`src/rtl/llu_pkg.sv`:
```
// Shared constants and types of the load-linked unit.
// Assumes a 32-bit core clocked at 10 MHz with one synchronous reset.
package llu_pkg;

	////////////////////////////////////////////////////////////////////////////
	// Instruction encoding fields
	localparam logic [5:0] LLU_MAJOR_GROUP_C = 6'h18;
	localparam logic [3:0] LLU_SUB_SINGLE    = 4'h3;
	localparam logic [3:0] LLU_SUB_USER_MAP  = 4'h6;
	localparam logic [3:0] LLU_SUB_PAIRED    = 4'h1;
	localparam logic [2:0] LLU_CODE_ZERO     = 3'h0;
	localparam logic [2:0] LLU_CODE_USER_LL  = 3'h6;
	localparam logic [3:0] LLU_PAIR_TAIL     = 4'h0;
	localparam int         LLU_OFFSET_W      = 9;

	////////////////////////////////////////////////////////////////////////////
	// Register map (byte addresses on the Wishbone bus)
	localparam logic [3:0]  LLU_ADDR_CTRL     = 4'h0;
	localparam logic [3:0]  LLU_ADDR_STATUS   = 4'h4;
	localparam logic [3:0]  LLU_ADDR_LINK     = 4'h8;
	localparam int          LLU_CTRL_EVA_BIT  = 0;
	localparam int          LLU_CTRL_XNP_BIT  = 1;
	localparam int          LLU_CTRL_CU0_BIT  = 2;
	localparam logic [2:0]  LLU_CTRL_RESET    = 3'h0;
	localparam int          LLU_STAT_LINK_BIT = 0;
	localparam int          LLU_STAT_BUSY_BIT = 1;

	////////////////////////////////////////////////////////////////////////////
	// Translation fault codes from the memory path
	localparam logic [1:0] LLU_MEM_OK      = 2'h0;
	localparam logic [1:0] LLU_MEM_REFILL  = 2'h1;
	localparam logic [1:0] LLU_MEM_INVALID = 2'h2;
	localparam logic [1:0] LLU_MEM_WATCH   = 2'h3;

	// Segment access modes reported by translation
	localparam logic [1:0] LLU_SEG_MAPPED_USER_SUPER_UNMAPPED_KERNEL_MODE = 2'h0;
	localparam logic [1:0] LLU_SEG_UNMAPPED_USER_SUPER_KERNEL_MODE  = 2'h1;
	localparam logic [1:0] LLU_SEG_MAPPED_USER_SUPER_KERNEL_MODE  = 2'h2;

	// Word step between the two halves of a paired read
	localparam logic [31:0] LLU_WORD_STEP = 32'h0000_0004;

	typedef enum logic [1:0] {
		LLU_KIND_NONE,
		LLU_KIND_SINGLE,
		LLU_KIND_USER,
		LLU_KIND_PAIRED
	} llu_kind_t;

	typedef enum logic [2:0] {
		LLU_EXC_NONE,
		LLU_EXC_ADDR_ERR,
		LLU_EXC_TLB_REFILL,
		LLU_EXC_TLB_INVALID,
		LLU_EXC_WATCH,
		LLU_EXC_RESERVED,
		LLU_EXC_CP_UNUSABLE
	} llu_exc_t;

endpackage : llu_pkg

```
`src/rtl/llu_decode.sv`:
```
// Combinational decoder for the load-linked encodings.
// Assumes the instruction word is stable while instr_valid_i is high.
module llu_decode
	import llu_pkg::*;
(
	input  wire logic [31:0] instr_i,
	output llu_kind_t        kind_o,
	output logic      [4:0]  rt_o,
	output logic      [4:0]  rd_o,
	output logic      [31:0] offset_o
);

	////////////////////////////////////////////////////////////////////////////
	// Field recognition
	logic group_c;
	logic is_single;
	logic is_user;
	logic is_paired;

	assign group_c   = (instr_i[31:26] == LLU_MAJOR_GROUP_C);
	assign is_single = group_c && (instr_i[15:12] == LLU_SUB_SINGLE)
		&& (instr_i[11:9] == LLU_CODE_ZERO);
	assign is_user   = group_c && (instr_i[15:12] == LLU_SUB_USER_MAP)
		&& (instr_i[11:9] == LLU_CODE_USER_LL);
	assign is_paired = group_c && (instr_i[15:12] == LLU_SUB_PAIRED)
		&& (instr_i[11:9] == LLU_CODE_ZERO)
		&& (instr_i[3:0] == LLU_PAIR_TAIL);

	// Register fields and the offset
	always_comb begin
		kind_o   = LLU_KIND_NONE;
		rt_o     = instr_i[25:21];
		rd_o     = instr_i[8:4];
		offset_o = {{(32 - LLU_OFFSET_W){instr_i[8]}}, instr_i[8:0]};
		if (is_single) begin
			kind_o = LLU_KIND_SINGLE;
		end else if (is_user) begin
			kind_o = LLU_KIND_USER;
		end else if (is_paired) begin
			kind_o   = LLU_KIND_PAIRED;
			offset_o = 32'h0000_0000;
		end
	end

endmodule // llu_decode

```
`src/rtl/llu_unit.sv`:
```
// Load-linked execute unit: decode, address check, word or paired read,
// register writeback, link flag and link address, Wishbone control regs.
// Assumes the pipeline holds the base value with the instruction and that
// translation and memory answer on the same clock with a held request.
//
// Functional notes
// - Single-word form: group C, sub 0011, code 000, 9-bit offset.
// - Address is base plus sign-extended 9-bit offset.
// - Aligned word read goes into the target register.
// - Either low address bit set raises address error before translation.
// - Each execution starts a new sequence and sets the link flag.
// - A plain read only; nothing disturbs other processors' sequences.
// - An abandoned sequence needs no write; the flag simply stays.
// - Single form faults only: refill, invalid, address error, watch.
// - User-map form: group C, sub 0110, code 110, 9-bit offset.
// - User-map form uses user mapping; three user-reachable modes allowed.
// - User-map form exists only with the enhanced addressing bit set.
// - User-map form adds reserved and coprocessor-unusable faults.
// - Paired form: group C, sub 0001, code 000, rd, tail 0000.
// - Paired address is the base value unchanged.
// - Low word to target register, high word to upper destination.
// - Both word reads are locked together as one atomic pair.
// - Paired success writes aligned physical link address, flag in bit 0.
// - Paired form exists only when the no-pair bit is zero.
// - Without a cache the link address register may be left out.
// - Paired faults: refill, invalid, reserved, address error, watch.
module llu_unit
	import llu_pkg::*;
#(
	parameter bit HAS_LINK_ADDR = 1'b1
)(
	input  wire logic        clk_i,
	input  wire logic        rst_i,
	// Wishbone classic slave
	input  wire logic        wb_cyc_i,
	input  wire logic        wb_stb_i,
	input  wire logic        wb_we_i,
	input  wire logic [3:0]  wb_adr_i,
	input  wire logic [3:0]  wb_sel_i,
	input  wire logic [31:0] wb_dat_i,
	output logic      [31:0] wb_dat_o,
	output logic             wb_ack_o,
	// Pipeline issue
	input  wire logic        instr_valid_i,
	input  wire logic [31:0] instr_i,
	input  wire logic [31:0] base_value_i,
	input  wire logic        link_clear_i,
	output logic             busy_o,
	// Translation and memory load path
	output logic             mem_req_o,
	output logic      [31:0] mem_vaddr_o,
	output logic             mem_user_map_o,
	output logic             mem_pair_lock_o,
	input  wire logic        mem_ack_i,
	input  wire logic [1:0]  mem_fault_i,
	input  wire logic [1:0]  mem_seg_mode_i,
	input  wire logic [31:0] mem_paddr_i,
	input  wire logic [31:0] mem_rdata_i,
	// Register file writeback and completion
	output logic             rf_we_o,
	output logic      [4:0]  rf_waddr_o,
	output logic      [31:0] rf_wdata_o,
	output logic             done_o,
	output logic             exc_valid_o,
	output llu_exc_t         exc_code_o,
	output logic             link_flag_o,
	output logic      [31:0] link_addr_o
);

	typedef enum logic [2:0] {
		LLU_S_IDLE,
		LLU_S_READ_LO,
		LLU_S_READ_HI,
		LLU_S_WB_HI
	} llu_state_t;

	llu_state_t state_q;
	llu_kind_t  kind;
	llu_kind_t  kind_q;
	logic [4:0]  rt;
	logic [4:0]  rd;
	logic [4:0]  rt_q;
	logic [4:0]  rd_q;
	logic [31:0] offset;
	logic [31:0] eff_addr;
	logic [31:0] lo_word_q;
	logic [31:0] hi_word_q;
	logic [31:0] paddr_q;
	logic [2:0]  ctrl_q;
	logic        accept;
	logic        misaligned;
	logic        seg_ok;
	logic        link_set;
	logic        link_clr;
	logic        wb_hit;
	llu_exc_t    fault_exc;

	////////////////////////////////////////////////////////////////////////////
	// Decode and address formation
	llu_decode u_decode (
		.instr_i  (instr_i),
		.kind_o   (kind),
		.rt_o     (rt),
		.rd_o     (rd),
		.offset_o (offset)
	);

	assign eff_addr = base_value_i + offset;
	assign accept   = instr_valid_i && !busy_o && (kind != LLU_KIND_NONE);
	// Misalignment is checked before any translation is asked for
	assign misaligned = (kind == LLU_KIND_PAIRED) ? (eff_addr[2:0] != 3'h0)
		: (eff_addr[1:0] != 2'h0);
	// User-map form may reach only the three user-accessible modes
	assign seg_ok = (mem_seg_mode_i == LLU_SEG_MAPPED_USER_SUPER_UNMAPPED_KERNEL_MODE) || (mem_seg_mode_i == LLU_SEG_UNMAPPED_USER_SUPER_KERNEL_MODE)
		|| (mem_seg_mode_i == LLU_SEG_MAPPED_USER_SUPER_KERNEL_MODE);

	// Translation faults map onto the short list every form allows
	always_comb begin
		case (mem_fault_i)
			LLU_MEM_REFILL:  fault_exc = LLU_EXC_TLB_REFILL;
			LLU_MEM_INVALID: fault_exc = LLU_EXC_TLB_INVALID;
			LLU_MEM_WATCH:   fault_exc = LLU_EXC_WATCH;
			default:         fault_exc = LLU_EXC_NONE;
		endcase
	end

	////////////////////////////////////////////////////////////////////////////
	// Sequencer: one instruction at a time, memory request held until ack
	always_ff @(posedge clk_i) begin
		if (rst_i) begin
			state_q         <= LLU_S_IDLE;
			busy_o          <= 1'b0;
			mem_req_o       <= 1'b0;
			mem_vaddr_o     <= 32'h0000_0000;
			mem_user_map_o  <= 1'b0;
			mem_pair_lock_o <= 1'b0;
			rf_we_o         <= 1'b0;
			rf_waddr_o      <= 5'h00;
			rf_wdata_o      <= 32'h0000_0000;
			done_o          <= 1'b0;
			exc_valid_o     <= 1'b0;
			exc_code_o      <= LLU_EXC_NONE;
			kind_q          <= LLU_KIND_NONE;
			rt_q            <= 5'h00;
			rd_q            <= 5'h00;
			lo_word_q       <= 32'h0000_0000;
			hi_word_q       <= 32'h0000_0000;
			paddr_q         <= 32'h0000_0000;
		end else begin
			rf_we_o     <= 1'b0;
			done_o      <= 1'b0;
			exc_valid_o <= 1'b0;
			case (state_q)
				LLU_S_IDLE: begin
					if (accept) begin
						kind_q <= kind;
						rt_q   <= rt;
						rd_q   <= rd;
						if (kind == LLU_KIND_USER && !ctrl_q[LLU_CTRL_EVA_BIT]) begin
							exc_valid_o <= 1'b1;
							exc_code_o  <= LLU_EXC_RESERVED;
						end else if (kind == LLU_KIND_PAIRED && ctrl_q[LLU_CTRL_XNP_BIT]) begin
							exc_valid_o <= 1'b1;
							exc_code_o  <= LLU_EXC_RESERVED;
						end else if (kind == LLU_KIND_USER && !ctrl_q[LLU_CTRL_CU0_BIT]) begin
							exc_valid_o <= 1'b1;
							exc_code_o  <= LLU_EXC_CP_UNUSABLE;
						end else if (misaligned) begin
							exc_valid_o <= 1'b1;
							exc_code_o  <= LLU_EXC_ADDR_ERR;
						end else begin
							// A plain shared read; no ownership or invalidate is asked
							busy_o          <= 1'b1;
							state_q         <= LLU_S_READ_LO;
							mem_req_o       <= 1'b1;
							mem_vaddr_o     <= eff_addr;
							mem_user_map_o  <= (kind == LLU_KIND_USER);
							mem_pair_lock_o <= (kind == LLU_KIND_PAIRED);
						end
					end
				end
				LLU_S_READ_LO: begin
					if (mem_ack_i) begin
						mem_req_o <= 1'b0;
						if (fault_exc != LLU_EXC_NONE) begin
							mem_pair_lock_o <= 1'b0;
							busy_o          <= 1'b0;
							exc_valid_o     <= 1'b1;
							exc_code_o      <= fault_exc;
							state_q         <= LLU_S_IDLE;
						end else if (kind_q == LLU_KIND_USER && !seg_ok) begin
							busy_o      <= 1'b0;
							exc_valid_o <= 1'b1;
							exc_code_o  <= LLU_EXC_ADDR_ERR;
							state_q     <= LLU_S_IDLE;
						end else if (kind_q == LLU_KIND_PAIRED) begin
							// Lock stays up so no write lands between the halves
							lo_word_q   <= mem_rdata_i;
							paddr_q     <= {mem_paddr_i[31:3], 3'h0};
							mem_req_o   <= 1'b1;
							mem_vaddr_o <= mem_vaddr_o + LLU_WORD_STEP;
							state_q     <= LLU_S_READ_HI;
						end else begin
							rf_we_o    <= 1'b1;
							rf_waddr_o <= rt_q;
							rf_wdata_o <= mem_rdata_i;
							paddr_q    <= {mem_paddr_i[31:2], 2'h0};
							done_o     <= 1'b1;
							busy_o     <= 1'b0;
							state_q    <= LLU_S_IDLE;
						end
					end
				end
				LLU_S_READ_HI: begin
					if (mem_ack_i) begin
						mem_req_o       <= 1'b0;
						mem_pair_lock_o <= 1'b0;
						if (fault_exc != LLU_EXC_NONE) begin
							// Nothing of the pair is written on a fault
							busy_o      <= 1'b0;
							exc_valid_o <= 1'b1;
							exc_code_o  <= fault_exc;
							state_q     <= LLU_S_IDLE;
						end else begin
							hi_word_q  <= mem_rdata_i;
							rf_we_o    <= 1'b1;
							rf_waddr_o <= rt_q;
							rf_wdata_o <= lo_word_q;
							state_q    <= LLU_S_WB_HI;
						end
					end
				end
				LLU_S_WB_HI: begin
					rf_we_o    <= 1'b1;
					rf_waddr_o <= rd_q;
					rf_wdata_o <= hi_word_q;
					done_o     <= 1'b1;
					busy_o     <= 1'b0;
					state_q    <= LLU_S_IDLE;
				end
				default: begin
					state_q <= LLU_S_IDLE;
				end
			endcase
		end
	end

	////////////////////////////////////////////////////////////////////////////
	// Link flag: set by every completion, a new one replaces the old sequence.
	// No timeout: an abandoned sequence just leaves the flag standing.
	assign link_set = ((state_q == LLU_S_READ_LO) && mem_ack_i && (fault_exc == LLU_EXC_NONE)
		&& (kind_q != LLU_KIND_PAIRED) && (kind_q != LLU_KIND_USER || seg_ok))
		|| (state_q == LLU_S_WB_HI);
	assign link_clr = link_clear_i || (wb_cyc_i && wb_stb_i && wb_ack_o && wb_we_i
		&& (wb_adr_i == LLU_ADDR_STATUS) && wb_sel_i[0] && !wb_dat_i[LLU_STAT_LINK_BIT]);

	always_ff @(posedge clk_i) begin
		if (rst_i) begin
			link_flag_o <= 1'b0;
		end else if (link_set) begin
			link_flag_o <= 1'b1;
		end else if (link_clr) begin
			link_flag_o <= 1'b0;
		end
	end

	// Link address follows the aligned physical address, flag in bit 0
	always_ff @(posedge clk_i) begin
		if (rst_i) begin
			link_addr_o <= 32'h0000_0000;
		end else if (!HAS_LINK_ADDR) begin
			link_addr_o <= {31'h0000_0000, link_flag_o};
		end else if (state_q == LLU_S_WB_HI) begin
			link_addr_o <= {paddr_q[31:1], 1'b1};
		end else if (link_set) begin
			link_addr_o <= {mem_paddr_i[31:2], 2'h1};
		end else begin
			link_addr_o <= {link_addr_o[31:1], link_flag_o};
		end
	end

	////////////////////////////////////////////////////////////////////////////
	// Wishbone slave: one wait state, unmapped reads return zero
	assign wb_hit = wb_cyc_i && wb_stb_i && !wb_ack_o;

	always_ff @(posedge clk_i) begin
		if (rst_i) begin
			wb_ack_o <= 1'b0;
			wb_dat_o <= 32'h0000_0000;
		end else begin
			wb_ack_o <= wb_hit;
			wb_dat_o <= 32'h0000_0000;
			if (wb_hit && !wb_we_i) begin
				case (wb_adr_i)
					LLU_ADDR_CTRL:   wb_dat_o <= {29'h0000_0000, ctrl_q};
					LLU_ADDR_STATUS: wb_dat_o <= {30'h0000_0000, busy_o, link_flag_o};
					LLU_ADDR_LINK:   wb_dat_o <= link_addr_o;
					default:         wb_dat_o <= 32'h0000_0000;
				endcase
			end
		end
	end

	// Control bits steer decode legality; a write lands at the edge that sees ack
	always_ff @(posedge clk_i) begin
		if (rst_i) begin
			ctrl_q <= LLU_CTRL_RESET;
		end else if (wb_cyc_i && wb_stb_i && wb_ack_o && wb_we_i
			&& (wb_adr_i == LLU_ADDR_CTRL) && wb_sel_i[0]) begin
			ctrl_q <= wb_dat_i[2:0];
		end
	end
endmodule // llu_unit

```
`config.mk`:
```
export PLATFORM = sky130hd
export DESIGN_NAME = llu_unit
export DESIGN_NICKNAME = d
export VERILOG_FILES = /design/src/rtl/llu_pkg.sv /design/src/rtl/llu_decode.sv /design/src/rtl/llu_unit.sv
export SDC_FILE = /design/constraint.sdc
export NUM_CORES = 1
export LEC_CHECK = 0
export ABC_AREA = 1
export BUFFER_PORTS_ARGS = -buffer_cell sky130_fd_sc_hd__buf_2
export CORE_MARGIN = 3
export CORE_UTILIZATION = 58
export DETAILED_ROUTE_END_ITERATION = 8
export GPL_TIMING_DRIVEN = 0
export PLACE_DENSITY = 0.86
export RECOVER_POWER = 25
export SLEW_MARGIN = 20
export SYNTH_ARGS = -nofsm -noshare
export SYNTH_HDL_FRONTEND = slang
export SYNTH_SLANG_ARGS = --single-unit
```
`constraint.sdc`:
```
create_clock -name clk_i -period 5.7 [get_ports clk_i]
set_clock_uncertainty 0.2 [all_clocks]
set_input_delay 0.285 -clock clk_i [delete_from_list [all_inputs] [get_ports clk_i]]
set_output_delay 0.285 -clock clk_i [all_outputs]
set_load 0.05 [all_outputs]
```
==> key figures, run 1 <==
Status
  – Outcome: finished, final reports clean

CTS
  – H-tree levels: 1
  – Clock latency on the worst-skew pair: 0.55 ns
  – Clock Sinks: 255
  – Root Driver: clkbuf_16
  – CTS Buf Count: 26
  – CTS clk-pin slew, worst paths: roughly 0.07 ns
  – Clock tree buffer depth: 3
  – CTS tree: built

Detailed routing
  – WL per Instance: roughly 19 um
  – TritonRoute pass-1 iters: 6
  – Via count: ~15000
  – DR vias/cell: a little under 6
  – Antenna Violating Nets Remaining: 0
  – Iter 0 DRT Violations: ~1900
  – DR DRC count: 0
  – Routed WL: 49.2 mm

Cells and area
  – Share of layout cells above drive strength 1: 0.113
  – FF+latch area: ~0.0051 sq mm
  – Layout area overhead: 25.7%
  – Commonest non-fill, non-tap cell in the layout: nand2_1
  – Nets: 2544
  – Fin cells: around 2600
  – Area occupied by multi-input gates: between 0.006 and 0.007 sq mm
  – Layout fillers: 1715
  – Most frequent cells in the layout: nand2_1 (343), dfxtp_1 (255), nor2_1 (243)

Synthesis
  – FFs w/ async S/R, synth: 0
  – Syn_area_per_cell: approximately 6.8 sq um
  – Prevailing post-synth register cell: dfxtp_1
  – Post-synth EDFFs: 0
  – FF+latch count, synth: 255
  – Synthesized area: about 0.013 sq mm
  – Seq/Total Area, Yosys: 0.390
  – Synth Net Count: around 2200
  – Netlist cell types: between 40 and 50
  – Synth Warn #: 0
  – Synthesized instance count: between 1500 and 2000

Pwr
  – Logic pwr share: 0.369
  – P_leak: ~7 nW
  – Clock power frac: 0.283
  – PD cells: just under 400 mW/mm^2
  – Switch Pwr: between 2 and 3 mW
  – P_int: between 3 and 4 mW
  – Sw Share: 0.428
  – Flop pwr share: 0.348
  – Worst VDD drop: 0.385 mV

Placed design
  – DP Wirelength: approximately 35 mm
  – Port buffer count: 283
  – RD Place Congestion: roughly 0.99
  – DP Cell Count: 2496

STA
  – Rel. slew slack: 0.366
  – Setup TNS: 0 ns
  – RSZ-0062 raised after global routing: false
  – # setup viols final: 0
  – Fin crit share: 0.627
  – Maximum clock frequency: around 0.28 GHz
  – Tmin final: approximately 3.6 ns
  – Slew Limit Fails: 0
  – Final hold viol count: 0
  – Tightest Pin Transition: 0.942 ns

Critical path
  – RR Startpoint: state_q[0]$_SDFFE_PP0P_
  – Crit Path Max Fanout: 23
  – Arr. time, crit path: between 3 and 4 ns
  – Worst setup path startpoint: instr_i[27]
  – Worst Path Required: approximately 6 ns
  – Crit. End Element: register
  – Crit path kind: in -> reg
  – Nature of the critical path startpoint: primary input

Floorplanning
  – Starting Density: 0.596
  – Die ar.: around 0.024 sq mm
  – Die span in x: 156 um
  – Cell row count: between 50 and 60
  – Die span in y: about 160 um
  – Top Ports: 325
  – CORE AREA: 0.0220 sq mm

Global route
  – Pin count of the biggest net entering global routing: 24
  – Initial antenna violation count: 5
  – GR Util All Layers: 0.380
  – First-pass GRT wire length: around 75 mm
  – Vias in the first global route: approximately 14000
  – Grt ovf: 0

Min path
  – Worst Hold Class: in -> reg
  – HP Start: wb_adr_i[3]

Flow run
  – Max-cap violations: 0
-- critical path, cell delays in order --
cell and delay, ns:
buf_2 0.10, nor2_1 0.17, nand3_2 0.21, nor2_4 0.17
nand2_1 0.15, nand2_1 0.16, inv_1 0.39, ha_1 0.54
nand2_1 0.11, nor2_1 0.26, nor3b_1 0.23, nand2_1 0.08
nand2_1 0.22, nand2_1 0.12, nand2_1 0.08, nand2_1 0.04
a21oi_1 0.35, nor2_1 0.08, nor2_1 0.09
-- worst paths after layout --
check	endpoint	depth (start not counted)	slack (ns)
hold / removal	wb_dat_o[2]$_SDFF_PP0_	6	0.02
setup reg to reg	rf_wdata_o[8]$_SDFFE_PP0P_	12	2.74
setup / recovery	mem_vaddr_o[29]$_SDFFE_PP0P_	19	2.13
hold reg to reg	paddr_q[21]$_SDFFE_PP0P_	2	0.25
-- stage by stage --
stage	power [mW]	setup slack, ns	hold WS, ns	utilization	cell area, sq um
after floorplan	3.80	2.85	0.220	-	13100
after global placement	4.43	1.75	0.233	0.676	14800
after detailed placement	4.46	1.70	0.238	0.676	14800
after CTS	6.26	2.26	0.00755	0.753	16500
after global routing	6.55	1.94	0.0673	0.748	16400
final	6.34	2.13	0.0197	0.749	16400
-- repair_timing --
item / 4_1_cts / 5_1_grt
endpoints found under the hold margin: 172 / 0
hold buffers: 80 / 0
setup endpoints to repair: 0 / 0
buffers inserted: 0 / 0
gates resized for setup: 0 / 0
-- layout make-up --
cell class,count,area share
Multi-Input combinational cell,1378,0.413
Buffer,100,0.0259
Clock buffer,30,0.0417
Timing Repair Buffer,363,0.128
Sequential cell,255,0.311
Antenna cell,6,0.000913
Tap cell,280,0.0213
Clock inverter,16,0.0127
Inverter,200,0.0458
-- synthesized netlist by cell type, types with 2 or more instances --
cell	n	area (sq um)
nand4_1	19	119
nor3_1	29	145
a31oi_1	19	119
nand3_2	2	20.0
buf_2	10	50.1
nor2_2	4	25.0
nand3_1	90	450
a21oi_1	241	1210
o21ai_0	237	1190
ha_1	39	488
o22ai_1	15	93.8
o21a_1	2	15.0
xnor2_1	5	43.8
o21bai_1	2	15.0
nor4_1	3	18.8
or2_2	3	18.8
nor2_1	243	912
buf_4	2	15.0
nor3b_1	31	233
buf_1	5	18.8
o21ai_1	11	55.1
a22oi_1	3	22.5
inv_2	2	7.51
a21o_1	2	15.0
xor2_1	17	149
and3_1	2	12.5
dfxtp_1	255	5100
buf_6	4	45.0
nand2_2	2	12.5
nand3b_1	4	30.0
clkbuf_1	79	297
nand2_1	343	1290
inv_1	197	739
-- layer usage --
metal	vias up	GRT usage	part of all wire
li1	7179	-	-
met5	-	0	0.00069
met1	7068	0.521	0.41
met3	167	0.0583	0.11
met4	6	0.118	0.033
met2	986	0.621	0.45
-- sequential cells by signal, summed over array words and instances, names as in the netlist, 2 cells and up --
register and flops:
ctrl_q 3, lo_word_q 32, kind_q 2, state_q 2, exc_code_o 3, rt_q 5
mem_vaddr_o 32, rf_waddr_o 5, paddr_q 30, wb_dat_o 32, link_addr_o 31, rd_q 5
hi_word_q 32, rf_wdata_o 32
-- power by group through the flow --
stage               Combinational (mW)  Clock [mW]  Sequential, mW
finish                            2.34        1.79            2.20
global route                      2.48        1.84            2.22
CTS                               2.30        1.77            2.19
detailed placement                2.25           0            2.22
global placement                  2.22           0            2.21
floorplan                        0.922           0            2.88
-- kinds of logic (layout without fill, tap and decap cells) --
group	after synthesis	after routing	share of synthesized area
AO/OA/AOI/OAI	536	536	0.212
XOR/XNOR	22	22	0.0147
buffers and inverters	300	709	0.0901
other	1	7	0.000287
AND/OR/NAND/NOR	779	779	0.254
flip-flops	255	255	0.390
adder cells (fa/ha/maj)	40	40	0.0388
Note: power is estimated with default switching activity, not from simulation.
==> run 2, diff against run 1 <==
- ABC_AREA: 1 -> 0
- CORE_UTILIZATION: 58 -> 53
- PLACE_DENSITY: 0.86 -> 0.8
- clock period: 5.7 -> 3.6 ns (I/O delays scaled with it)
==> run 2 against run 1 <==
  * Non-clock buffer count grew 20
  * Routed wire length decreased by 15%
  * Hold slack worse by 0.0038 ns
  * Global-route usage decreased by 6.0 points
  * Count of clock-buffer cells in the layout increased by 5
  * Area after synthesis down 6.6%
  * Critical endpoint is now mem_vaddr_o[30]$_SDFFE_PP0P_
  * Highest routed layer unchanged
  * Power grew 2.1%
  * Critical path type unchanged
  * Cell count fell by 14%
==> key figures, run 2 <==
STA
  – Rel. slew slack: 0.302 (was 0.366)
  – Tightest Pin Transition: 1.04 ns (was 0.942 ns)
  – Tmin final: 3.55 ns
  – # setup viols final: 0 (unchanged)
  – Fin crit share: 0.986
  – Slew Limit Fails: 0 (unchanged)
  – Hold Slack: 0.0159 ns (was 0.0197 ns)
  – Final hold viol count: 0 (unchanged)
  – Final WS setup: 0.0503 ns (was 2.13 ns)
  – Maximum clock frequency: 0.282 GHz

Pwr
  – Worst VDD drop: 0.297 mV (was 0.385 mV)
  – PD cells: 406 mW/mm^2 (was 386 mW/mm^2)
  – P_leak: 5.94 nW (was 6.95 nW)
  – Power, Total: 6.47 mW (was 6.34 mW)

CTS
  – CTS Buf Count: 27 (was 26)
  – Clock Sinks: 255 (unchanged)
  – CTS clk-pin slew, worst paths: 0.06 ns (was 0.07 ns)
  – H-tree levels: 1 (unchanged)
  – Root Driver: clkbuf_16 (unchanged)
  – Clock latency on the worst-skew pair: 0.54 ns (was 0.55 ns)
  – Clock tree buffer depth: 3 (unchanged)
  – CTS tree: built (unchanged)

Global route
  – Grt ovf: 0 (unchanged)
  – GR Util All Layers: 0.320 (was 0.380)
  – Initial antenna violation count: 5 (unchanged)
  – Met3 Resource Use GR: 0.0629 (was 0.0583)
  – Met2 Usage GRT: 0.525 (was 0.621)
  – Pin count of the biggest net entering global routing: 16 (was 24)
  – Vias in the first global route: 12400 (was 14300)
  – Routing usage on met1: 0.414 (was 0.521)
  – Gr busiest metal: met2 (unchanged)
  – First-pass GRT wire length: 64.3 mm (was 75.1 mm)

Synthesis
  – Seq/Total Area, Yosys: 0.418 (was 0.390)
  – Synthesized instance count: 1545 (was 1933)
  – Synth top area share: 0.418 (was 0.390)
  – Post-synth top cells: nand2_1 (315), dfxtp_1 (255), a21oi_1 (196) (was nand2_1 (343), dfxtp_1 (255), nor2_1 (243))
  – Prevailing post-synth register cell: dfxtp_1 (unchanged)
  – Synth Net Count: 1765 (was 2153)
  – Netlist cell types: 82 (was 44)
  – Syn_area_per_cell: 7.91 sq um (was 6.77 sq um)
  – FFs w/ async S/R, synth: 0 (unchanged)
  – Synth area leader: dfxtp_1 (unchanged)
  – Top cells by area, synth: dfxtp_1 (42%), nand2_1 (9.7%), a21oi_1 (8.0%) (was dfxtp_1 (39%), nand2_1 (9.8%), a21oi_1 (9.2%))
  – Post-synth EDFFs: 0 (unchanged)
  – Synthesized area: 0.0122 sq mm (was 0.0131 sq mm)
  – FF+latch count, synth: 255 (unchanged)
  – Most frequent cell after synthesis: nand2_1 (unchanged)
  – Synth Warn #: 0 (unchanged)

Min path
  – Hold Crit Depth: 6 (unchanged)
  – Worst Hold Class: in -> reg (unchanged)

Placed design
  – RD Place Congestion: 0.928 (was 0.994)
  – DP Wirelength: 28.7 mm (was 34.6 mm)
  – Pre-CTS setup slack: -1.02 ns (was 1.70 ns)
  – Port buffer count: 282 (was 283)

Detailed routing
  – Routed WL: 42.0 mm (was 49.2 mm)
  – Antenna Violating Nets Remaining: 0 (unchanged)
  – Via count: 13200 (was 15400)
  – DR DRC count: 0 (unchanged)
  – WL per Instance: 18.6 um (was 18.7 um)
  – TritonRoute pass-1 iters: 7 (was 6)
  – DR vias/cell: 5.84 (was 5.86)
  – Iter 0 DRT Violations: 1153 (was 1861)

Cells and area
  – Commonest non-fill, non-tap cell in the layout: nand2_1 (unchanged)
  – Layout area overhead: 30.2% (was 25.7%)
  – FF+latch area: 0.00510 sq mm (unchanged)
  – Layout fillers: 1786 (was 1715)
  – Share of layout cells above drive strength 1: 0.148 (was 0.113)
  – Area occupied by multi-input gates: 0.00675 sq mm (was 0.00680 sq mm)
  – Nets: 2173 (was 2544)
  – Most frequent cells in the layout: nand2_1 (315), dfxtp_1 (255), a21oi_1 (194) (was nand2_1 (343), dfxtp_1 (255), nor2_1 (243))

Critical path
  – Buf/Inv on CP: 1 (was 2)
  – Critical path cell sequence: buf_2 -> nor4_4 -> and4bb_2 -> nand3_4 -> and2_4 -> ha_2 -> a21o_4 -> a21oi_4 -> a21boi_1 -> nor4b_2 -> o21ai_0 -> and2_1 -> a221oi_2 -> xor2_1 -> a211oi_1 (was buf_2 -> nor2_1 -> nand3_2 -> nor2_4 -> nand2_1 -> nand2_1 -> inv_1 -> ha_1 -> nand2_1 -> nor2_1 -> nor3b_1 -> nand2_1 -> nand2_1 -> nand2_1 -> nand2_1 -> nand2_1 -> a21oi_1 -> nor2_1 -> nor2_1)
  – Nature of the critical path startpoint: primary input (unchanged)
  – Top Family by Delay on Critical Path: simple AND/OR/NAND/NOR gates (unchanged)
  – Crit-path max cell delay: 0.38 ns (was 0.54 ns)
  – Cells on worst reg2reg path: 10 (was 12)
  – Arr. time, crit path: 3.74 ns (was 3.86 ns)
  – Critical path's slowest cell: nor4b_2 (was ha_1)
  – Crit. End Element: register (unchanged)
  – Crit path kind: in -> reg (unchanged)
  – Worst path depth: 15 (was 19)
  – Crit Path Max Fanout: 9 (was 23)
  – Worst Path Required: 3.79 ns (was 5.99 ns)

Floorplanning
  – Cell row count: 54 (unchanged)
  – Die span in y: 158 um (was 156 um)
  – Die span in x: 158 um (was 156 um)
  – Top Ports: 325 (unchanged)
  – Die ar.: 0.0249 sq mm (was 0.0244 sq mm)
  – CORE AREA: 0.0222 sq mm (was 0.0220 sq mm)
  – Starting Density: 0.550 (was 0.596)

Flow run
  – Max-cap violations: 0 (unchanged)

Status
  – Outcome: finished, final reports clean (unchanged)
-- run 2: cell count changes in the layout (fill, tap and decap cells not counted), moves of 28 or more --
cell,delta
nor3b_1,-29
nand3_1,-68
nand2_1,-28
a22oi_1,+34
nor2_1,-74
a311oi_1,+35
inv_1,-174
o21ai_0,-195
and2_1,+35
mux2i_1,+40
a21oi_1,-47
-- run 2: power by group --
group / total (mW) / internal [mW] / switching (mW)
combinational: 0.683 / 0.292 / 0.392
clock: 2.96 / 1.76 / 1.20
sequential: 2.82 / 2.82 / 0.00212
total: 6.47 / 4.88 / 1.59
-- run 2: final cells by class --
cell class              count  area share
multi-input cells        1162       0.424
flip-flops and latches    255       0.321
repair buffers            377       0.140
clock buffers              35      0.0468
plain buffers             106      0.0277
well taps                 280      0.0220
clock inverters            15      0.0127
inverters                  24     0.00566
diodes                      3    0.000472
-- run 2: worst paths after layout --
path | start | to | slack [ns]
min reg2reg | mem_vaddr_o[0]$_SDFFE_PP0P_ | mem_vaddr_o[0]$_SDFFE_PP0P_ | 0.23
min | instr_i[26] | mem_pair_lock_o$_SDFFE_PP0P_ | 0.02
max | instr_i[2] | mem_vaddr_o[30]$_SDFFE_PP0P_ | 0.05
max reg2reg | state_q[1]$_SDFFE_PP0P_ | link_addr_o[26]$_SDFFE_PP0P_ | 0.35
-- run 2: worst reg2reg max path, delay by kind of cell (launching register included) --
kind | cells | cell delay, ns
flops | 1 | 0.35
compound gates | 2 | 0.79
fa+ha+maj | 1 | 0.14
simple gates | 3 | 0.41
mux | 1 | 0.26
buf+inv | 3 | 0.97
-- run 2: cell families after synthesis --
kind of cell,count (synthesis),synth area share
buf+inv,130,0.0434
flops,255,0.418
simple gates,638,0.228
compound gates,414,0.216
xor+xnor,26,0.0186
fa+ha+maj,40,0.0416
mux,41,0.0337
other cells,1,0.000307
-- run 2: timing repair --
action | in CTS | in global routing
resized for setup | 7 | 19
hold endpoints to repair | 181 | 0
buffers inserted | 0 | 2
pin swaps | 1 | 6
hold buffers | 93 | 0
gates cloned | 1 | 1
endpoints found under the setup margin | 16 | 13
-- run 2: routing by layer --
metal	vias to the layer above	share of wire
met5	-	0.00086
met1	6086	0.41
met2	728	0.46
li1	6211	-
met4	6	0.047
met3	141	0.090
-- run 2: through the flow --
stage                     instance area, sq um   util  instances  TNS (ns)
after floorplan                          12200      -       1545         0
after global placement                   14000  0.629       2107    -11.78
after detailed placement                 14000  0.629       2107    -12.55
after CTS                                15900  0.716       2251         0
after global routing                     15900  0.716       2256   -0.0636
final                                    15900  0.716       2257         0
